**src/common/rsso_pkg.sv**
```systemverilog
// Purpose: Shared constants for the rotate, subtract and sleep execution block.
// Assumes: APB slave with 32-bit data, one aligned word per register.
// Notes: Instruction opcodes are a field of the instruction register.
// How it works
// - Rotate left: bits move up, old carry to bit 0, bit 7 to carry.
// - Rotate right: bits move down, old carry to bit 7, bit 0 to carry.
// - Rotate destination bit 0 writes the accumulator, 1 writes the file register; literal subtract always writes the accumulator.
// - Sleep clears the power-down flag.
// - Sleep sets the time-out flag.
// - Sleep clears the watchdog count and its prescaler.
// - Sleep halts the oscillator and stops execution until woken.
// - Literal subtract writes literal minus accumulator into the accumulator.
// - Carry is set when accumulator <= literal; digit carry same on low nibbles.
package rsso_pkg;

    // ------------------------------------------------------------------
    // Register offsets
    // ------------------------------------------------------------------
    localparam logic [11:0] OFF_INSTR = 12'h000;
    localparam logic [11:0] OFF_ACC = 12'h004;
    localparam logic [11:0] OFF_STATUS = 12'h008;
    localparam logic [11:0] OFF_WAKE = 12'h00c;
    localparam logic [11:0] OFF_WATCHDOG = 12'h010;
    localparam logic [11:0] OFF_FILE_BASE = 12'h200;
    localparam int FILE_WORDS = 128;

    // ------------------------------------------------------------------
    // Field positions
    // ------------------------------------------------------------------
    localparam int INSTR_OP_LSB = 0;
    localparam int INSTR_DEST_BIT = 7;
    localparam int INSTR_FADDR_LSB = 8;
    localparam int INSTR_LIT_LSB = 16;
    localparam int ST_CARRY = 0;
    localparam int ST_DIGIT = 1;
    localparam int ST_ZERO = 2;
    localparam int ST_POWERDOWN = 3;
    localparam int ST_TIMEOUT = 4;
    localparam int ST_ASLEEP = 5;
    localparam int WAKE_BIT = 0;
    localparam int WD_PRE_LSB = 8;

    // ------------------------------------------------------------------
    // Opcodes
    // ------------------------------------------------------------------
    localparam logic [2:0] OP_NOP = 3'h0;
    localparam logic [2:0] OP_ROTATE_LEFT_THRU_CARRY = 3'h1;
    localparam logic [2:0] OP_ROTATE_RIGHT_THRU_CARRY = 3'h2;
    localparam logic [2:0] OP_LITERAL_MINUS_ACCUMULATOR = 3'h3;
    localparam logic [2:0] OP_SLEEP = 3'h4;

    // ------------------------------------------------------------------
    // Reset values and timing
    // ------------------------------------------------------------------
    localparam logic [7:0] RST_ACC = 8'h00;
    localparam logic RST_POWERDOWN = 1'b1;
    localparam logic RST_TIMEOUT = 1'b1;
    localparam int WD_PRESCALE = 16;
    localparam int WD_WIDTH = 8;

    typedef enum logic {RUNNING, SLEEPING} run_mode_t;

endpackage

```
**src/verilog/alu_unit.sv**
```systemverilog
// Purpose: Combinational datapath for rotate and literal subtract.
// Assumes: Operands are stable for the whole execute cycle.
// Notes: Flags not touched by an opcode are passed through unchanged.
`timescale 1ns/10ps
module alu_unit (
    // Instruction
    input wire logic [2:0] op,
    input wire logic dest,
    input wire logic [7:0] literal,
    // Operands
    input wire logic [7:0] file_val,
    input wire logic [7:0] acc,
    input wire logic carry_in,
    input wire logic dc_in,
    input wire logic zero_in,
    // Results
    output logic [7:0] result,
    output logic carry_out,
    output logic dc_out,
    output logic zero_out,
    output logic write_acc,
    output logic write_file
);
    import rsso_pkg::*;

    logic [8:0] diff;

    // Nine-bit difference keeps the borrow for the carry flag.
    assign diff = {1'b0, literal} - {1'b0, acc};

    // Select the result and the flags for the opcode.
    always_comb begin
        result = acc;
        carry_out = carry_in;
        dc_out = dc_in;
        zero_out = zero_in;
        write_acc = 1'b0;
        write_file = 1'b0;
        unique case (op)
            OP_ROTATE_LEFT_THRU_CARRY: begin
                result = {file_val[6:0], carry_in};
                carry_out = file_val[7];
                write_acc = ~dest;
                write_file = dest;
            end
            OP_ROTATE_RIGHT_THRU_CARRY: begin
                result = {carry_in, file_val[7:1]};
                carry_out = file_val[0];
                write_acc = ~dest;
                write_file = dest;
            end
            OP_LITERAL_MINUS_ACCUMULATOR: begin
                result = diff[7:0];
                carry_out = ~diff[8];
                dc_out = (acc[3:0] <= literal[3:0]);
                zero_out = (diff[7:0] == 8'h00);
                write_acc = 1'b1;
            end
            default: begin
            end
        endcase
    end
endmodule

```
**src/verilog/watchdog_unit.sv**
```systemverilog
// Purpose: Watchdog counter with a prescaler.
// Assumes: Counts on pclk; a real part would count on its own oscillator.
// Notes: A clear wins over counting in the same cycle.
`timescale 1ns/10ps
module watchdog_unit #(
    parameter int PRESCALE = rsso_pkg::WD_PRESCALE,
    parameter int WIDTH = rsso_pkg::WD_WIDTH
) (
    // Clock and reset
    input wire logic pclk,
    input wire logic presetn,
    // Control
    input wire logic clear,
    // State
    output logic [WIDTH-1:0] count,
    output logic [7:0] prescale,
    output logic overflow
);
    import rsso_pkg::*;

    if (PRESCALE < 1 || PRESCALE > 256 || WIDTH < 1) begin : g_bad
        $error("watchdog_unit: PRESCALE must be 1..256 and WIDTH at least 1");
    end

    typedef struct packed {
        logic [7:0] pre;
        logic [WIDTH-1:0] cnt;
        logic ovf;
    } wd_state_t;

    wd_state_t st;
    wd_state_t next_st;

    localparam logic [7:0] PRE_LAST = 8'(PRESCALE - 1);

    // Prescaler gives one tick per PRESCALE cycles; the counter wraps.
    always_comb begin
        next_st = st;
        next_st.ovf = 1'b0;
        if (clear) begin
            next_st.pre = 8'h00;
            next_st.cnt = '0;
        end else if (st.pre == PRE_LAST) begin
            next_st.pre = 8'h00;
            next_st.cnt = st.cnt + 1'b1;
            next_st.ovf = &st.cnt;
        end else begin
            next_st.pre = st.pre + 8'h01;
        end
    end

    // State register.
    always_ff @(posedge pclk or negedge presetn) begin
        if (!presetn) begin
            st <= '0;
        end else begin
            st <= next_st;
        end
    end

    assign count = st.cnt;
    assign prescale = st.pre;
    assign overflow = st.ovf;
endmodule

```
**src/verilog/rotate_subtract_sleep_ops.sv**
```systemverilog
// Purpose: APB-driven execution of rotate, literal subtract and sleep.
// Assumes: One instruction per APB write to the instruction register.
// Notes: The instruction executes at the access edge of that write.
//
// Local design decisions: the placing of the registers and the APB register port.
`timescale 1ns/10ps
module rotate_subtract_sleep_ops (
    // APB clock and reset
    input wire logic pclk,
    input wire logic presetn,
    // APB slave
    input wire logic [11:0] paddr,
    input wire logic psel,
    input wire logic penable,
    input wire logic pwrite,
    input wire logic [31:0] pwdata,
    output logic [31:0] prdata,
    output logic pready,
    output logic pslverr,
    // Wake pin, asynchronous
    input wire logic wake_pin,
    // Power state
    output logic osc_run,
    output logic sleeping,
    output logic watchdog_overflow
);
    import rsso_pkg::*;

    // ------------------------------------------------------------------
    // State
    // ------------------------------------------------------------------
    typedef struct packed {
        logic [7:0] acc;
        logic carry;
        logic dc;
        logic zero;
        logic powerdown_flag;
        logic timeout_flag;
        run_mode_t mode;
        logic [31:0] rdata;
        logic wake_meta;
        logic wake_sync;
    } core_state_t;

    core_state_t st;
    core_state_t next_st;
    // Rotates read the file through the instruction's address, never the bus address.
    logic [7:0] file_mem [FILE_WORDS];

    // ------------------------------------------------------------------
    // Decode
    // ------------------------------------------------------------------
    // True when the address falls inside the file register window.
    function automatic logic is_file(input logic [11:0] a);
        return (a >= OFF_FILE_BASE) && (a < OFF_FILE_BASE + 12'(4 * FILE_WORDS));
    endfunction

    // True for any mapped word address.
    function automatic logic is_mapped(input logic [11:0] a);
        return (a[1:0] == 2'b00) && (is_file(a) || a == OFF_INSTR || a == OFF_ACC ||
            a == OFF_STATUS || a == OFF_WAKE || a == OFF_WATCHDOG);
    endfunction

    logic access;
    logic wr;
    logic exec;
    logic refused;
    logic [2:0] op;
    logic dest;
    logic [6:0] faddr;
    logic [7:0] lit_val;
    logic [7:0] file_rd;
    logic [6:0] bus_faddr;
    logic file_msb;
    logic file_lsb;
    logic [7:0] alu_result;
    logic alu_carry;
    logic alu_dc;
    logic alu_zero;
    logic alu_wacc;
    logic alu_wfile;
    logic mem_we;
    logic [6:0] mem_addr;
    logic [7:0] mem_data;
    logic wd_clear;
    logic [WD_WIDTH-1:0] wd_count;
    logic [7:0] wd_pre;
    logic wd_ovf;
    logic wake_req;

    assign access = psel & penable;
    assign wr = access & pwrite;
    // Instruction writes while asleep are refused: the core is halted.
    assign refused = wr && paddr == OFF_INSTR && st.mode == SLEEPING;
    assign exec = wr && paddr == OFF_INSTR && st.mode == RUNNING;
    assign op = pwdata[INSTR_OP_LSB +: 3];
    assign dest = pwdata[INSTR_DEST_BIT];
    assign faddr = pwdata[INSTR_FADDR_LSB +: 7];
    assign lit_val = pwdata[INSTR_LIT_LSB +: 8];
    assign bus_faddr = 7'(paddr[8:2]);
    assign file_rd = file_mem[faddr];
    assign file_msb = file_rd[7];
    assign file_lsb = file_rd[0];

    // ------------------------------------------------------------------
    // Datapath and watchdog
    // ------------------------------------------------------------------
    alu_unit u_alu (
        .op(exec ? op : OP_NOP),
        .dest(dest),
        .literal(lit_val),
        .file_val(file_rd),
        .acc(st.acc),
        .carry_in(st.carry),
        .dc_in(st.dc),
        .zero_in(st.zero),
        .result(alu_result),
        .carry_out(alu_carry),
        .dc_out(alu_dc),
        .zero_out(alu_zero),
        .write_acc(alu_wacc),
        .write_file(alu_wfile)
    );

    // The watchdog keeps counting while asleep, so it can end a sleep with no wake source.
    assign wd_clear = exec && op == OP_SLEEP;

    watchdog_unit #(
        .PRESCALE(WD_PRESCALE),
        .WIDTH(WD_WIDTH)
    ) u_wd (
        .pclk(pclk),
        .presetn(presetn),
        .clear(wd_clear),
        .count(wd_count),
        .prescale(wd_pre),
        .overflow(wd_ovf)
    );

    // ------------------------------------------------------------------
    // File register writes
    // ------------------------------------------------------------------
    // One write port serves both the rotate result and direct bus writes.
    assign mem_we = alu_wfile | (wr & is_file(paddr));
    assign mem_addr = alu_wfile ? faddr : bus_faddr;
    assign mem_data = alu_wfile ? alu_result : pwdata[7:0];

    // The array has no reset, so it maps onto plain RAM.
    always_ff @(posedge pclk) begin
        if (mem_we) begin
            file_mem[mem_addr] <= mem_data;
        end
    end

    // ------------------------------------------------------------------
    // Core state
    // ------------------------------------------------------------------
    assign wake_req = st.wake_sync | (wr && paddr == OFF_WAKE && pwdata[WAKE_BIT]);

    always_comb begin
        next_st = st;
        // The first stage feeds only the second.
        next_st.wake_meta = wake_pin;
        next_st.wake_sync = st.wake_meta;
        // Read data is latched in the setup cycle for the access phase.
        if (psel && !penable) begin
            next_st.rdata = 32'h0000_0000;
            if (is_file(paddr)) begin
                next_st.rdata = {24'h00_0000, file_mem[bus_faddr]};
            end else begin
                unique case (paddr)
                    OFF_ACC: next_st.rdata = {24'h00_0000, st.acc};
                    OFF_STATUS: next_st.rdata = 32'({st.mode == SLEEPING,
                        st.timeout_flag, st.powerdown_flag, st.zero, st.dc, st.carry});
                    OFF_WATCHDOG: next_st.rdata = 32'({wd_pre, 8'(wd_count)});
                    default: next_st.rdata = 32'h0000_0000;
                endcase
            end
        end
        // Software writes to the accumulator and the arithmetic flags.
        if (wr && paddr == OFF_ACC) begin
            next_st.acc = pwdata[7:0];
        end
        if (wr && paddr == OFF_STATUS) begin
            next_st.carry = pwdata[ST_CARRY];
            next_st.dc = pwdata[ST_DIGIT];
            next_st.zero = pwdata[ST_ZERO];
        end
        // Instruction results.
        if (alu_wacc) begin
            next_st.acc = alu_result;
        end
        if (exec) begin
            next_st.carry = alu_carry;
            next_st.dc = alu_dc;
            next_st.zero = alu_zero;
        end
        // Sleep entry and wake-up.
        unique case (st.mode)
            RUNNING: begin
                if (exec && op == OP_SLEEP) begin
                    next_st.powerdown_flag = 1'b0;
                    next_st.timeout_flag = 1'b1;
                    next_st.mode = SLEEPING;
                end
            end
            SLEEPING: begin
                // A watchdog overflow wakes the core and records the time-out.
                if (wd_ovf) begin
                    next_st.timeout_flag = 1'b0;
                    next_st.mode = RUNNING;
                end else if (wake_req) begin
                    next_st.mode = RUNNING;
                end
            end
        endcase
    end

    // State register.
    always_ff @(posedge pclk or negedge presetn) begin
        if (!presetn) begin
            st <= '{acc: RST_ACC, carry: 1'b0, dc: 1'b0, zero: 1'b0,
                powerdown_flag: RST_POWERDOWN, timeout_flag: RST_TIMEOUT,
                mode: RUNNING, rdata: 32'h0000_0000, wake_meta: 1'b0, wake_sync: 1'b0};
        end else begin
            st <= next_st;
        end
    end

    // ------------------------------------------------------------------
    // Outputs
    // ------------------------------------------------------------------
    // Zero wait states: every transfer ends at its first access edge.
    // Each instruction completes at that edge, so a wait state would only cost time.
    assign pready = 1'b1;
    assign pslverr = access & (~is_mapped(paddr) | refused);
    assign prdata = st.rdata;
    assign osc_run = (st.mode == RUNNING);
    assign sleeping = (st.mode == SLEEPING);
    assign watchdog_overflow = wd_ovf;

    // ------------------------------------------------------------------
    // Checks
    // ------------------------------------------------------------------
    a_rotl_value: assert property (@(posedge pclk) disable iff (!presetn)
        exec && op == OP_ROTATE_LEFT_THRU_CARRY |-> alu_result == {file_rd[6:0], st.carry})
        else $error("rotate left result wrong");
    a_rotl_flags: assert property (@(posedge pclk) disable iff (!presetn)
        exec && op == OP_ROTATE_LEFT_THRU_CARRY |=> st.carry == $past(file_msb)
        && st.zero == $past(st.zero) && st.dc == $past(st.dc))
        else $error("rotate left flags wrong");
    a_rotr_value: assert property (@(posedge pclk) disable iff (!presetn)
        exec && op == OP_ROTATE_RIGHT_THRU_CARRY |-> alu_result == {st.carry, file_rd[7:1]})
        else $error("rotate right result wrong");
    a_rotr_flags: assert property (@(posedge pclk) disable iff (!presetn)
        exec && op == OP_ROTATE_RIGHT_THRU_CARRY |=> st.carry == $past(file_lsb)
        && st.zero == $past(st.zero) && st.dc == $past(st.dc))
        else $error("rotate right flags wrong");
    a_dest_acc: assert property (@(posedge pclk) disable iff (!presetn)
        exec && !dest && (op == OP_ROTATE_LEFT_THRU_CARRY || op == OP_ROTATE_RIGHT_THRU_CARRY)
        |-> !mem_we ##1 st.acc == $past(alu_result))
        else $error("rotate to accumulator wrong");
    a_dest_file: assert property (@(posedge pclk) disable iff (!presetn)
        exec && dest && (op == OP_ROTATE_LEFT_THRU_CARRY || op == OP_ROTATE_RIGHT_THRU_CARRY)
        |-> mem_we && mem_addr == faddr ##1 st.acc == $past(st.acc))
        else $error("rotate to file register wrong");
    a_sleep_powerdown: assert property (@(posedge pclk) disable iff (!presetn)
        exec && op == OP_SLEEP |=> !st.powerdown_flag)
        else $error("sleep left power-down flag set");
    a_sleep_timeout: assert property (@(posedge pclk) disable iff (!presetn)
        exec && op == OP_SLEEP |=> st.timeout_flag)
        else $error("sleep left time-out flag clear");
    a_sleep_watchdog: assert property (@(posedge pclk) disable iff (!presetn)
        exec && op == OP_SLEEP |=> wd_count == '0 && wd_pre == 8'h00)
        else $error("sleep did not clear the watchdog");
    a_sleep_halt: assert property (@(posedge pclk) disable iff (!presetn)
        sleeping && wr && paddr == OFF_INSTR |-> pslverr && !alu_wacc && !osc_run
        ##1 st.carry == $past(st.carry))
        else $error("instruction ran while asleep");
    a_sub_value: assert property (@(posedge pclk) disable iff (!presetn)
        exec && op == OP_LITERAL_MINUS_ACCUMULATOR |=> st.acc == 8'($past(lit_val) - $past(st.acc)))
        else $error("literal subtract result wrong");
    a_sub_carry: assert property (@(posedge pclk) disable iff (!presetn)
        exec && op == OP_LITERAL_MINUS_ACCUMULATOR |-> alu_carry == (st.acc <= lit_val)
        && alu_dc == (st.acc[3:0] <= lit_val[3:0]))
        else $error("literal subtract carry wrong");
    a_sub_zero: assert property (@(posedge pclk) disable iff (!presetn)
        exec && op == OP_LITERAL_MINUS_ACCUMULATOR |=> st.zero == (st.acc == 8'h00))
        else $error("literal subtract zero flag wrong");

    // Wake-up paths, refused instructions and single-cycle rotate completion.
    // A refused instruction must leave every register as it was.
    a_wd_wake: assert property (@(posedge pclk) disable iff (!presetn)
        sleeping && wd_ovf |=> !sleeping && !st.timeout_flag)
        else $error("watchdog overflow did not wake the core");
    a_wake_sync: assert property (@(posedge pclk) disable iff (!presetn)
        sleeping && st.wake_sync |=> !sleeping)
        else $error("synchronised wake pin ignored");
    a_halt_file: assert property (@(posedge pclk) disable iff (!presetn)
        refused |-> !mem_we && !alu_wacc)
        else $error("refused instruction wrote a register");
    a_rot_file: assert property (@(posedge pclk) disable iff (!presetn)
        exec && dest && (op == OP_ROTATE_LEFT_THRU_CARRY || op == OP_ROTATE_RIGHT_THRU_CARRY)
        |=> file_mem[$past(faddr)] == $past(alu_result))
        else $error("rotate did not finish in one cycle");
endmodule

```
**config.mk**
```make
export PLATFORM = sky130hd
export DESIGN_NAME = rotate_subtract_sleep_ops
export DESIGN_NICKNAME = d
export VERILOG_FILES = /design/src/common/rsso_pkg.sv /design/src/verilog/alu_unit.sv /design/src/verilog/watchdog_unit.sv /design/src/verilog/rotate_subtract_sleep_ops.sv
export SDC_FILE = /design/constraint.sdc
export NUM_CORES = 2
export LEC_CHECK = 0
export BUFFER_PORTS_ARGS = -buffer_cell sky130_fd_sc_hd__buf_2
export CAP_MARGIN = 20
export CORE_UTILIZATION = 51
export DETAILED_ROUTE_END_ITERATION = 8
export PLACE_DENSITY = 0.67
export SETUP_SLACK_MARGIN = 0.4
export SLEW_MARGIN = 10
export SYNTH_ARGS = -nofsm -noshare
export SYNTH_HDL_FRONTEND = slang
export SYNTH_SLANG_ARGS = --single-unit
```
**constraint.sdc**
```tcl
create_clock -name pclk -period 18.1 [get_ports pclk]
set_clock_uncertainty 0.05 [all_clocks]
set_input_delay 1.81 -clock pclk [delete_from_list [all_inputs] [get_ports pclk]]
set_output_delay 1.81 -clock pclk [all_outputs]
set_load 0.02 [all_outputs]
```
# After elaboration in Yosys (flattened, before gate mapping)
# Memories as Yosys holds them, arrays and structs flattened.
# Index checks and enable logic that the tools add are counted.
# word_totals
regBits	65
latchBits	0
ramBits	1024
mem_bits_ro	0
input_bits	50
word_cells	99
n_memories	1
# op_classes
n_addsub	3
multipliers	0
div_mod_pow	0
magnitude_cmp	3
eq_ne	13
n_shift	0
n_mux	26
n_bitwise	11
n_reduce_logical	29
# mem_list
memory	depth	width	read_ports	rd_ports_with_merged_regs	wr	line	rtl
file_mem	128	8	2	0	1	rotate_subtract_sleep_ops.sv:48	logic [7:0] file_mem [FILE_WORDS];
# op_table
cell	n
one-hot mux 16 bit (3 select lines)	1
2-to-1 mux 32 bit	1
2-to-1 mux 8 bit	4
equality test 12 x 4 -> 1 bit (second input constant)	2
one-hot mux 8 bit (3 select lines)	1
adder 8 x 1 -> 8 bit (second input constant)	2
2-to-1 mux 16 bit	1
equality test 12 x 3 -> 1 bit (second input constant)	1
equality test 12 x 5 -> 1 bit (second input constant)	1
>= comparator 12 x 10 -> 1 bit (second input constant)	1
zero test 12 bit	1
< comparator 12 x 11 -> 1 bit (second input constant)	1
logical AND 1 bit	11
2-to-1 mux 1 bit	9
2-to-1 mux 3 bit	3
2-to-1 mux 9 bit	1
subtractor 8 x 8 -> 9 bit	1
equality test 8 x 4 -> 1 bit (second input constant)	1
zero test 8 bit	1
AND reduction 2 bit	4
AND reduction 8 bit	1
2-to-1 mux 7 bit	1
equality test 3 x 2 -> 1 bit (second input constant)	2
!= test 2 x 1 -> 1 bit (second input constant)	3
16 further kinds	30

# Depth between registers and ports, before layout
# depth
depth_word	11
ltp_mapped	14
mapped_depth_nobuf	12

# Cells and area by module
# Synthesis repeated with hierarchy kept, for this count alone.
# hier_totals
cells_unflattened	2726
area_unflattened_um2	51518.2
# by_module_without_submodules
mod	instances	cells_per_inst	area_per_inst_um2	seq_area_each_um2
rotate_subtract_sleep_ops	1	2497	49698.9	31552.8
alu_unit	1	143	978.4	0.0
watchdog_unit	1	86	840.8	425.4

# Worst setup path before layout
# OpenSTA, ideal clock, no wires.
# synth_path
kind	input port to flip-flop
startpoint	input port pwdata[8]
endpoint	memory file_mem[0][7] (data pin)
setup_ps	1240
t_arrival_ps	8793
setup_slack_ps	8017
stages	14
path_cell_list	buf_6 buf_6 buf_6 buf_4 buf_6 buf_4 mux2i_1 a22oi_1 nand3_1 o211ai_1 o21ai_0 o211ai_1 o22ai_1 a21boi_0
# synth_between
elab_chain_len	3
# synth_lines
item	line	rtl
from (decl)	rotate_subtract_sleep_ops.sv:16	input wire logic [31:0] pwdata,
memory (128 x 8 bit)	--	
one-hot mux 8 bit (3 select lines)	alu_unit.sv:39	unique case (op)
2-to-1 mux 8 bit	rotate_subtract_sleep_ops.sv:146	assign mem_data = alu_wfile ? alu_result : pwdata[7:0];
named net mem_data[7]	rotate_subtract_sleep_ops.sv:84	logic [7:0] mem_data;
to (decl)	rotate_subtract_sleep_ops.sv:48	
# The timed path passes the listed nets, and every way through them passes these cells.

# Final worst setup path
# layout_path
startpoint	input port pwdata[8]
endpoint	memory file_mem[54][4] (data pin)
# Same word-level chain as after synthesis.

==> flow_metrics.py <==
metrics = {
    "pwr": {
        "cell_internal_pwr_uw": 4250,
        "p_seq_share_pct": 49.5,
        "p_leak_uw": 0.0183,
        "power.density_mw_per_mm2": 96.7,
        "ir_drop_uv": 74.8,
        "switchingPower_uw": 1270,
        "total_power_uw": 5510,
        "combPwrFrac_pct": 8.3,
        "swShare_pct": 23.0,
        "pwr-share-clk_pct": 42.2,
    },
    "place": {
        "dpl.hpwl_um": 93100,
        "place.gp.congestion": 0.940,
        "dp.cells": 4110,
        "portBuffers": 60,
    },
    "timing": {
        "setup_viol": 0,
        "grt_setup_unrepaired": "no",
        "finalCritPeriodShare_pct": 41.8,
        "relSlewSlack_pct": 6.87,
        "hold-worst-slack_ps": 307,
        "fin_crit_ps": 7570,
        "max_freq_mhz": 132,
        "slew_violations": 0,
        "hold_violations": 0,
        "finalSetupTns_ps": 0,
        "worst_pin_slew_ps": 1380,
    },
    "critical_path": {
        "worst-setup-path-type": "in -> reg",
        "crit_fanout": 77,
        "worstPathArrival_ps": 7900,
        "crit_path_start_kind": "input port",
        "crit_required_ps": 18430,
        "worstSetupEndpointType": "flip-flop",
    },
    "logic_synthesis": {
        "synthTopCellsByCount": "edfxtp_1 (1024), mux4_2 (528), nor2_1 (200)",
        "synth.largest_area_cell": "edfxtp_1",
        "async_flop_share_pct": 4.57,
        "syn-instance-count": 2856,
        "ys_ff_latch": 1073,
        "synth-seq-area-share_pct": 61.8,
        "synth.distinct_cells": 80,
        "synth.avg_cell_area_um2": 18.1,
        "synth_area_leaders": "edfxtp_1 (59%), mux4_2 (23%), mux2i_1 (3.5%), dfrtp_1 (2.3%), nor2_1 (1.5%)",
        "synth_warnings": 0,
        "synth_edf_count": 1024,
        "synthFlopType": "edfxtp_1",
        "synth_top_area_share_pct": 59.4,
        "syn_area_mm2": 0.0517,
        "yosysMostFrequentCell": "edfxtp_1",
    },
    "grt": {
        "grt_pass1_wl_um": 213000,
        "met1_usage_pct": 39.9,
        "grt_overflow": 0,
        "grt.busiest_layer": "met2",
        "grt_start_max_net_pins": 129,
        "grt_antenna_before_repair": 4,
        "use_met2_pct": 45.4,
        "grt_use_met3_pct": 6.26,
        "grtUsageTotal_pct": 29.2,
        "grt_pass1_vias": 30462,
    },
    "floorplan": {
        "coreArea_mm2": 0.100,
        "fp.dieH_um": 321,
        "ios": 87,
        "chipWidth_um": 321,
        "start_util_pct": 51.6,
        "die-area_mm2": 0.103,
        "rows": 116,
    },
    "clock_tree": {
        "clkSinkCount": 1073,
        "clockRootBuffer": "clkbuf_16",
        "cts_hold_buf": 0,
        "clkLatencyLatePin_ps": 720,
        "cts_tree": "built",
        "htree_levels": 3,
        "path_clk_slew_ps": 60,
        "clk_path_buf_depth": 3,
        "cts_buffers": 109,
        "cts.repair.resized": 0,
        "post_cts_buffers": 0,
    },
    "cells_and_area": {
        "drive_above_1_share_pct": 29.7,
        "final_nets": 2946,
        "area.growth.synth_to_final_pct": 10.3,
        "fillerInstances": 7441,
        "final_cells": 4333,
        "regArea_mm2": 0.0320,
        "final_util_pct": 56.9,
        "multi_input_area_mm2": 0.0185,
    },
    "hold_path": {
        "hold_class": "reg -> reg",
    },
    "job": {
        "cap_violations": 0,
    },
    "detailed_routing": {
        "ant_nets": 0,
        "first_pass_iters": 5,
        "drc_errors": 0,
        "wl_um": 148000,
        "dr_total_vias": 29951,
        "vias_per_cell": 6.91,
        "initialDrtViolationCount": 4325,
        "detail_route.wl_per_cell_um": 34.2,
    },
    "run_status": {
        "outcome": "complete, no violations",
    },
}
[through the flow]
| stage | worst slack (ps) | area (µm²) |
|---|---|---|
| 4_1_cts | 10750 | 56800 |
| 3_5_place_dp | 10020 | 53100 |
| 6_report | 10530 | 57000 |
| 5_1_grt | 10380 | 57000 |
| 3_3_place_gp | 10120 | 53100 |
| 2_1_floorplan | 8020 | 51800 |
[worst paths after layout]
check	start	to	slack, ps	cells after the start
min	next_st[0]	st[0]	310	0
min reg2reg	next_st[0]	st[0]	310	0
min in group asynchronous	presetn	u_wd.prescale[2]	1000	1
max	pwdata[8]	file_mem[54][4]	10530	14
max in group asynchronous	presetn	st[36]	16410	2
max reg2reg	sleeping	file_mem[87][5]	13130	7
[power by group through the flow]
stage | sequential (µW) | combinational (µW) | clock [µW]
after floorplan | 2790 | 299 | 0
after global placement | 2780 | 442 | 0
after detailed placement | 2780 | 448 | 0
after CTS | 2730 | 449 | 2350
after global routing | 2730 | 475 | 2440
final | 2730 | 458 | 2330
[logic make-up (layout without fill, tap and decap cells)]
kind of cell,after synthesis,count (layout),synth area share (%)
AOI/OAI and AO/OA,283,283,3.91
xor gates and xnor gates,16,16,0.271
adders and majority gates,15,15,0.377
buffers and inverters,261,365,2.65
DFF,1073,1073,61.8
muxes,715,715,26.6
other,2,18,0.0145
and+or+nand+nor,491,491,4.35
[final cells by class]
cell class,count,area share (%)
Timing Repair Buffer,136,1.84
Sequential cell,1073,56.1
Tap cell,1357,2.98
Multi-Input combinational cell,1537,32.5
Clock inverter,75,1.49
Antenna cell,1,0.00439
Inverter,24,0.158
Clock buffer,130,4.96
[registers in the layout, indices dropped and copies added, names as in the netlist]
register	count
sleeping	1
u_wd.prescale	8
u_wd.count	8
next_st	1
prdata	16
st	14
u_wd.overflow	1
file_mem	1024
[critical path, stage by stage]
cell	delay (ps)
buf_8	500
buf_4	670
buf_4	700
mux4_2	610
mux2i_1	200
nor2_1	70
nor4b_1	1170
buf_4	280
nor2_1	60
o21a_1	170
a2111oi_2	560
a21oi_4	200
buf_4	320
buf_16	260
[cells in the final DEF, fill, tap and decap left out, types with 22 or more instances in the layout]
cell	count
edfxtp_1	1024
o21ai_0	40
mux2i_1	179
clkinv_1	23
nand2b_1	22
dfrtp_1	47
a21oi_1	40
clkbuf_16	110
nor2_1	198
buf_2	53
nand3_1	48
inv_1	23
buf_4	63
mux4_2	528
a221oi_1	24
nand2_1	131
a22oi_1	59
[layer usage]
metal	vias to the layer above	share of wire (%)
li1	11985	-
met1	15739	37
met2	1853	47
met3	368	11
met4	6	4.7
met5	-	0.030
Note: power is estimated with default switching activity, not from simulation.
